--- config.mk ---
export PLATFORM = sky130hd
export DESIGN_NAME = pcmc_codec
export DESIGN_NICKNAME = d
export VERILOG_FILES = /design/src/logic/pcmc_codec.v
export VERILOG_INCLUDE_DIRS = /design/src /design/src/logic
export SDC_FILE = /design/constraint.sdc
export NUM_CORES = 1
export LEC_CHECK = 0
export BUFFER_PORTS_ARGS = -buffer_cell sky130_fd_sc_hd__buf_4
export CAP_MARGIN = 10
export CELL_PAD_IN_SITES_DETAIL_PLACEMENT = 1
export CELL_PAD_IN_SITES_GLOBAL_PLACEMENT = 1
export CORE_ASPECT_RATIO = 1.75
export CORE_MARGIN = 4
export CORE_UTILIZATION = 42
export CTS_CLUSTER_SIZE = 16
export DETAILED_ROUTE_END_ITERATION = 16
export PLACE_DENSITY_LB_ADDON = 0.3
export SETUP_SLACK_MARGIN = 0.1
export SKIP_CTS_REPAIR_TIMING = 1
export SYNTH_ARGS = -nofsm -noshare
export SYNTH_HDL_FRONTEND = slang
export SYNTH_SLANG_ARGS = --single-unit
--- constraint.sdc ---
create_clock -name clk_sys -period 7.2 [get_ports clk_sys]
set_input_delay 0.72 -clock clk_sys [delete_from_list [all_inputs] [get_ports clk_sys]]
set_output_delay 0.72 -clock clk_sys [all_outputs]
set_load 0.02 [all_outputs]
--- src/logic/pcmc_defines.vh ---
// Constants for the PCM companding codec: register map, field layout,
// format encodings and companding law figures.
// Assumes inclusion by bare name from the codec design file.
`ifndef PCMC_DEFINES_VH
`define PCMC_DEFINES_VH

// Register map (7-bit register address space)
`define PCMC_ADDR_W          7
`define PCMC_ADDR_FMT_CTRL   7'h01
`define PCMC_FMT_CTRL_RESET  8'h00

// Field positions inside pcm_format_control
`define PCMC_FLD_TRI         0
`define PCMC_FLD_GCI         1
`define PCMC_FLD_WIDTH       2
`define PCMC_FLD_FMT_LO      3
`define PCMC_FLD_FMT_HI      4
`define PCMC_FLD_ENABLE      5

// Encodings of companding_format_select
`define PCMC_FMT_ALAW        2'h0
`define PCMC_FMT_MULAW       2'h1
`define PCMC_FMT_LINEAR      2'h3

// Per-format inversion masks on the transmitted code
`define PCMC_MULAW_INV       8'h7F
`define PCMC_ALAW_INV        8'h55

// North-American law figures
`define PCMC_MU_BIAS         14'h0021
`define PCMC_MU_CLIP         14'h1FDE
`define PCMC_MU_SHIFT        2

// European law figures
`define PCMC_A_CLIP          13'h0FFF
`define PCMC_A_SHIFT         3

`endif

--- src/logic/pcmc_codec.v ---
// PCM companding codec: linear samples to 8-bit companded codes and back.
// Assumes a single clk_sys domain; samples and codes come from logic on
// the same clock, and register writes arrive as one-cycle strobes.
//
// Function
// RQ1: Offer mu-law, A-law and linear sample formats
// RQ2: Code is sign, three segment, four step bits
// RQ3: Format field in mode register selects coding
// RQ4: Symmetric laws; sign bit one means positive
// RQ5: Mu-law inverts all seven magnitude bits
// RQ6: A-law inverts every even-numbered code bit
// RQ7: Mu-law segments 256 to 4, full scale 8159; code's segment 0 steps by 2
// RQ8: A-law segments 128 to 2, full scale 4096
// RQ9: Host never writes unmapped reserved addresses
// RQ10: Width bit enables 16-bit linear samples
// RQ11: Decoder outputs signed interval midpoint, same period
`timescale 1ns/100ps
`include "pcmc_defines.vh"

module pcmc_codec
(
  clk_sys,
  srst,
  reg_wr_en,
  reg_rd_en,
  reg_addr,
  reg_wr_data,
  reg_rd_data,
  tx_lin_valid,
  tx_lin_sample,
  tx_code_valid,
  tx_code,
  rx_code_valid,
  rx_code,
  rx_lin_valid,
  rx_lin_sample
);

  input  wire                      clk_sys;        // System clock, 10 MHz
  input  wire                      srst;           // Synchronous reset, active high
  input  wire                      reg_wr_en;      // Register write strobe
  input  wire                      reg_rd_en;      // Register read strobe
  input  wire [`PCMC_ADDR_W-1:0]   reg_addr;       // Register address
  input  wire [7:0]                reg_wr_data;    // Write data
  output reg  [7:0]                reg_rd_data;    // Read data, one cycle after strobe
  input  wire                      tx_lin_valid;   // Linear sample to encode
  input  wire [15:0]               tx_lin_sample;  // Two's complement sample
  output reg                       tx_code_valid;  // Encoded word ready
  output reg  [15:0]               tx_code;        // Code in low byte, or linear word
  input  wire                      rx_code_valid;  // Received word to decode
  input  wire [15:0]               rx_code;        // Code in low byte, or linear word
  output reg                       rx_lin_valid;   // Decoded sample ready
  output reg  [15:0]               rx_lin_sample;  // Two's complement sample

  //////////////////////////////////////////////////////////////////////////
  // Mode register
  //////////////////////////////////////////////////////////////////////////

  reg  [7:0] fmt_ctrl_reg;                           // pcm_format_control
  wire [1:0] companding_format_select;               // Active law
  wire       sample_width_select;                    // 1 selects 16-bit samples

  assign companding_format_select = fmt_ctrl_reg[`PCMC_FLD_FMT_HI:`PCMC_FLD_FMT_LO];
  assign sample_width_select      = fmt_ctrl_reg[`PCMC_FLD_WIDTH];

  // Writes to any other address are dropped; reserved space holds nothing
  always @(posedge clk_sys)
  begin
    if (srst)
      fmt_ctrl_reg <= `PCMC_FMT_CTRL_RESET;
    else if (reg_wr_en && reg_addr == `PCMC_ADDR_FMT_CTRL)  // [RQ3] [RQ9]
      fmt_ctrl_reg <= reg_wr_data;
  end

  // Reads of unmapped addresses return zero
  always @(posedge clk_sys)
  begin
    if (srst)
      reg_rd_data <= 8'h00;
    else if (reg_rd_en)
      reg_rd_data <= (reg_addr == `PCMC_ADDR_FMT_CTRL) ? fmt_ctrl_reg : 8'h00;
  end

  //////////////////////////////////////////////////////////////////////////
  // Law functions
  //////////////////////////////////////////////////////////////////////////

  // Mu-law: bias by 33, segment is the top set bit of bits 12..5
  function [6:0] mu_encode;
    input [13:0] mag;
    reg   [13:0] biased;
    reg   [2:0]  seg;
    integer      i;
    begin
      biased = ((mag > `PCMC_MU_CLIP) ? `PCMC_MU_CLIP : mag) + `PCMC_MU_BIAS; // [RQ7]
      seg    = 3'h0;
      for (i = 0; i < 8; i = i + 1)
        if (biased[i + 5])
          seg = i[2:0];
      mu_encode = {seg, biased[seg + 4 -: 4]};     // [RQ2] [RQ7]
    end
  endfunction

  // Mu-law decode to the interval midpoint: ((2*step+33) << seg) - 33
  function [13:0] mu_decode;
    input [6:0] code;
    reg   [13:0] lvl;
    begin
      lvl       = {8'h00, code[3:0], 1'b0} + `PCMC_MU_BIAS;
      mu_decode = (lvl << code[6:4]) - `PCMC_MU_BIAS;  // [RQ11]
    end
  endfunction

  // A-law: first two segments share size 2, then doubling sizes upward
  function [6:0] a_encode;
    input [12:0] mag;
    reg   [12:0] m;
    reg   [2:0]  seg;
    integer      i;
    begin
      m   = (mag > `PCMC_A_CLIP) ? `PCMC_A_CLIP : mag;  // [RQ8]
      seg = 3'h0;
      for (i = 1; i < 8; i = i + 1)
        if (m[i + 4])
          seg = i[2:0];
      // Segment 0 and 1 both step by 2, so they use the same bit slice
      if (seg == 3'h0)
        a_encode = {seg, m[4:1]};                  // [RQ8]
      else
        a_encode = {seg, m[seg + 3 -: 4]};         // [RQ2] [RQ8]
    end
  endfunction

  // A-law decode to the interval midpoint
  function [12:0] a_decode;
    input [6:0] code;
    reg   [12:0] lvl;
    begin
      if (code[6:4] == 3'h0)
        a_decode = {8'h00, code[3:0], 1'b1};       // [RQ11]
      else
      begin
        lvl      = {7'h00, code[3:0], 1'b0} + 13'h0021;
        a_decode = lvl << (code[6:4] - 3'h1);      // [RQ11]
      end
    end
  endfunction

  //////////////////////////////////////////////////////////////////////////
  // Encoder
  //////////////////////////////////////////////////////////////////////////

  wire        tx_neg;                              // Sample below zero
  wire [16:0] tx_abs;                              // Magnitude, room for 32768
  wire [13:0] tx_mag_mu;                           // Scaled to mu-law range
  wire [12:0] tx_mag_a;                            // Scaled to A-law range

  assign tx_neg = tx_lin_sample[15];
  assign tx_abs = tx_neg ? (17'h10000 - {1'b0, tx_lin_sample}) : {1'b0, tx_lin_sample};
  // Largest magnitude 32768 shifts to 8192 or 4096; the mu-law clip handles 8192, and the A-law slice keeps 4096, which the A-law clip holds at 4095
  assign tx_mag_mu = (tx_abs >> `PCMC_MU_SHIFT) > 17'h01FFF ? 14'h1FFF
                   : tx_abs[`PCMC_MU_SHIFT +: 14];
  assign tx_mag_a  = tx_abs[`PCMC_A_SHIFT +: 13];

  // Registered so the code word leaves straight from a flip-flop
  always @(posedge clk_sys)
  begin
    if (srst)
    begin
      tx_code_valid <= 1'b0;
      tx_code       <= 16'h0000;
    end
    else
    begin
      tx_code_valid <= tx_lin_valid;
      if (tx_lin_valid)
      begin
        case (companding_format_select)            // [RQ1] [RQ3]
          `PCMC_FMT_MULAW:
            tx_code <= {8'h00, ({~tx_neg, mu_encode(tx_mag_mu)}             // [RQ4]
                                ^ `PCMC_MULAW_INV)};                        // [RQ5]
          `PCMC_FMT_ALAW:
            tx_code <= {8'h00, ({~tx_neg, a_encode(tx_mag_a)}               // [RQ4]
                                ^ `PCMC_ALAW_INV)};                         // [RQ6]
          `PCMC_FMT_LINEAR:
            // Narrow linear mode keeps only the top byte of the sample
            tx_code <= sample_width_select ? tx_lin_sample                  // [RQ10]
                                           : {8'h00, tx_lin_sample[15:8]};
          default:
            tx_code <= 16'h0000;                   // Reserved format sends silence
        endcase
      end
    end
  end

  //////////////////////////////////////////////////////////////////////////
  // Decoder
  //////////////////////////////////////////////////////////////////////////

  wire [7:0]  rx_mu_plain;                         // Code with mu inversion removed
  wire [7:0]  rx_a_plain;                          // Code with A inversion removed
  wire [15:0] rx_mu_mag;                           // Mu magnitude at sample scale
  wire [15:0] rx_a_mag;                            // A magnitude at sample scale

  assign rx_mu_plain = rx_code[7:0] ^ `PCMC_MULAW_INV;            // [RQ5]
  assign rx_a_plain  = rx_code[7:0] ^ `PCMC_ALAW_INV;             // [RQ6]
  assign rx_mu_mag   = {mu_decode(rx_mu_plain[6:0]), 2'b00};
  assign rx_a_mag    = {a_decode(rx_a_plain[6:0]), 3'b000};

  // One cycle from code to level, well inside any sample period
  always @(posedge clk_sys)
  begin
    if (srst)
    begin
      rx_lin_valid  <= 1'b0;
      rx_lin_sample <= 16'h0000;
    end
    else
    begin
      rx_lin_valid <= rx_code_valid;                               // [RQ11]
      if (rx_code_valid)
      begin
        case (companding_format_select)            // [RQ1] [RQ3]
          `PCMC_FMT_MULAW:
            rx_lin_sample <= rx_mu_plain[7] ? rx_mu_mag            // [RQ4]
                                            : (16'h0000 - rx_mu_mag);
          `PCMC_FMT_ALAW:
            rx_lin_sample <= rx_a_plain[7] ? rx_a_mag              // [RQ4]
                                           : (16'h0000 - rx_a_mag);
          `PCMC_FMT_LINEAR:
            rx_lin_sample <= sample_width_select ? rx_code         // [RQ10]
                                                 : {rx_code[7:0], 8'h00};
          default:
            rx_lin_sample <= 16'h0000;
        endcase
      end
    end
  end

endmodule // pcmc_codec

==> run_results.csv <==
group,metric,value,unit
status,run_status,"finished clean",
synthesis,synth-seq-cells,50,
routing,wl_per_cell,22.58,µm
flow_run,drv_cap,0,
floorplan,num_rows,56,
clock_tree,cts_root_buf,"clkbuf_16",
clock_tree,cts_buffers,5,
clock_tree,clk_path_buf_depth,2,
synthesis,synth_ff_type,"dfxtp_1",
cells_and_area,final_nets,905,
cells_and_area,fin_util,48.99,%
clock_tree,clkTransAtPathRegs,0.07,ns
sta,rsz0062_at_grt,"false",
clock_tree,clock_sinks,50,
clock_tree,cts_tree,"done",
sta,finalSetupViolations,0,
setup_path,critPathMaxFanout,11,
sta,whs,0.4706,ns
setup_path,worstPathRequired,7.41,ns
cells_and_area,reg_top3,"rx_lin_sample: 16 flops, tx_code: 16 flops",
floorplan,initial_core_util,42.71,%
floorplan,dieArea,15540,µm²
sta,fin_crit,5.908,ns
global_route,grt_pass1_vias,6761,
global_route,grt_usage,29.48,%
power_and_ir_drop,total_power,1008,µW
clock_tree,clock_latency,0.30,ns
routing,via_per_inst,6.478,
global_route,antenna_found_initial,0,
placed_design,portBuffers,94,
routing,drt-total-wl,22.96,mm
routing,ant_nets,0,
synthesis,ys_async_sr_fraction,0,%
sta,timing.final.crit_share,82.06,%
routing,vias,6588,
synthesis,ys_types,86,
synthesis,synth_edf_count,0,
synthesis,synth_seq_area_share,17.61,%
setup_path,crit_type,"primary input to flip-flop",
sta,slew_headroom,33.62,%
floorplan,die_h,161.9,µm
placed_design,dp_hpwl,17.94,mm
cells_and_area,multi_input_area,4319,µm²
synthesis,syn-cell-area,5685,µm²
floorplan,ios,95,
sta,fmax,169.3,MHz
cells_and_area,final_common_cell,"buf_4",
sta,fin_tns_setup,0,ns
setup_path,cp.arrival,6.12,ns
sta,worst_pin_slew,0.9921,ns
synthesis,netlist_instances,807,
power_and_ir_drop,power_leakage,0.002505,µW
setup_path,start_kind,"primary input",
power_and_ir_drop,peakVddDrop,0.1072,mV
power_and_ir_drop,power.density,154.6,nW/µm²
global_route,overflow,0,
cells_and_area,diodes,0,
synthesis,ys_warn_count,0,
routing,drc,0,
placed_design,gp_congestion,1.051,
sta,final-max-slew-violation-count,0,
routing,drtPass1Iterations,5,
global_route,grt_pass1_wl,35.56,mm
synthesis,syn_area_per_cell,7.045,µm²
routing,drt-initial-drc-count,229,
floorplan,die_w,95.95,µm
cells_and_area,fill_cells,1759,
synthesis,syn-num-nets,870,
cells_and_area,syn_to_final_growth,14.72,%
clock_tree,cts_max_level,2,
sta,finClkSkew,0.006734,ns
global_route,grt_start_max_net_pins,52,
floorplan,fp.coreArea,13310,µm²
setup_path,end_kind,"flip-flop",
cells_and_area,drive_gt1_share,16.13,%
cells_and_area,final_cell_mix,"buf_4 (99), nand2_1 (84), nor2_1 (76)",
min_path,hold_path_class,"flip-flop to flip-flop",
sta,finalHoldViolCount,0,
cells_and_area,ff_latch_area,1001,µm²
## synth_stat cells, types with 6 or more instances
cell	n	area (µm²)
a211oi_1	15	112.6
o21ai_0	57	285.3
mux2_2	6	67.56
inv_1	15	56.30
clkbuf_1	58	217.7
a22oi_1	6	45.04
nand2b_1	15	93.84
a21oi_1	69	345.3
xnor2_1	24	210.2
nor2_1	76	285.3
o31ai_1	8	60.06
xor2_1	19	166.4
nand2_1	84	315.3
o22ai_1	8	50.05
nor2b_1	17	106.4
a21o_1	7	52.55
nor3_1	19	95.09
nand3_1	30	150.1
mux2i_1	35	350.3
dfxtp_1	50	1001
ha_1	10	125.1
nor4_1	7	43.79
o211ai_1	20	150.1
a31oi_1	11	68.82
a311oi_1	10	87.58
and2_1	8	50.05
## power by group
group / switching [µW] / internal [µW]
Combinational: 264 / 156
Clock: 116 / 175
Sequential: 8.99 / 288
## per-stage QoR
stage | cells | area, µm² | setup slack (ns)
after global routing | 1017 | 6523 | 0.9857
after detailed placement | 1009 | 6345 | 1.107
after CTS | 1017 | 6523 | 1.389
final | 1017 | 6523 | 1.292
after floorplan | 807 | 5685 | 1.847
after global placement | 1009 | 6345 | 1.239
## path summary, 6_finish.rpt
kind | start | endpoint | slack [ns] | depth (start not counted)
worst max register to register | fmt_ctrl_reg[3]$_SDFFE_PP0P_ | tx_code[1]$_SDFFE_PP0P_ | 4.76 | 6
worst min-delay path | rx_lin_sample[1]$_SDFFE_PP0P_ | rx_lin_sample[1]$_SDFFE_PP0P_ | 0.47 | 2
worst max-delay path | tx_lin_sample[5] | tx_code[1]$_SDFFE_PP0P_ | 1.29 | 15
worst min register to register | rx_lin_sample[1]$_SDFFE_PP0P_ | rx_lin_sample[1]$_SDFFE_PP0P_ | 0.47 | 2
## area by class of cell
cell class	count	share of cell area (%)
Clock buffer	6	2.129
Clock inverter	2	0.5947
Inverter	17	0.9783
Multi-Input combinational cell	669	66.22
Sequential cell	50	15.35
Tap cell	174	3.338
Timing Repair Buffer	99	11.39
## per-layer routing
layer,global-route usage [%],share of wire [%],wire length [µm],vias to the layer above
met1,28.74,34,7795,3212
met5,0,0,0,-
met4,23.25,8.7,1986,0
li1,-,-,-,3066
met2,54.83,54,12460,217
met3,1.993,3.1,721,93
## worst max-delay path, cell delays in order
cell and delay [ns]:
buf_4 0.15, or4_1 0.71, or4_4 0.61, o32a_1 0.19, a221oi_1 0.54, a21oi_1 0.23, o21ai_0 0.24, ha_1 0.43
a21o_1 0.26, a21oi_1 0.07, or3_1 0.45, and2_1 0.30, nor4_1 0.73, o211ai_1 0.25, a311oi_2 0.25
## logic make-up (layout without fill, tap and decap cells)
family	count (synthesis)	after routing	synth area share (%)
and+or+nand+nor	297	297	26.01
buffers and inverters	88	124	6.426
AOI/OAI and AO/OA	274	274	32.48
muxes	45	45	8.649
adders and majority gates	10	10	2.201
xor gates and xnor gates	43	43	6.624
DFF	50	50	17.61
No activity file was read; power rests on OpenSTA's default activity.
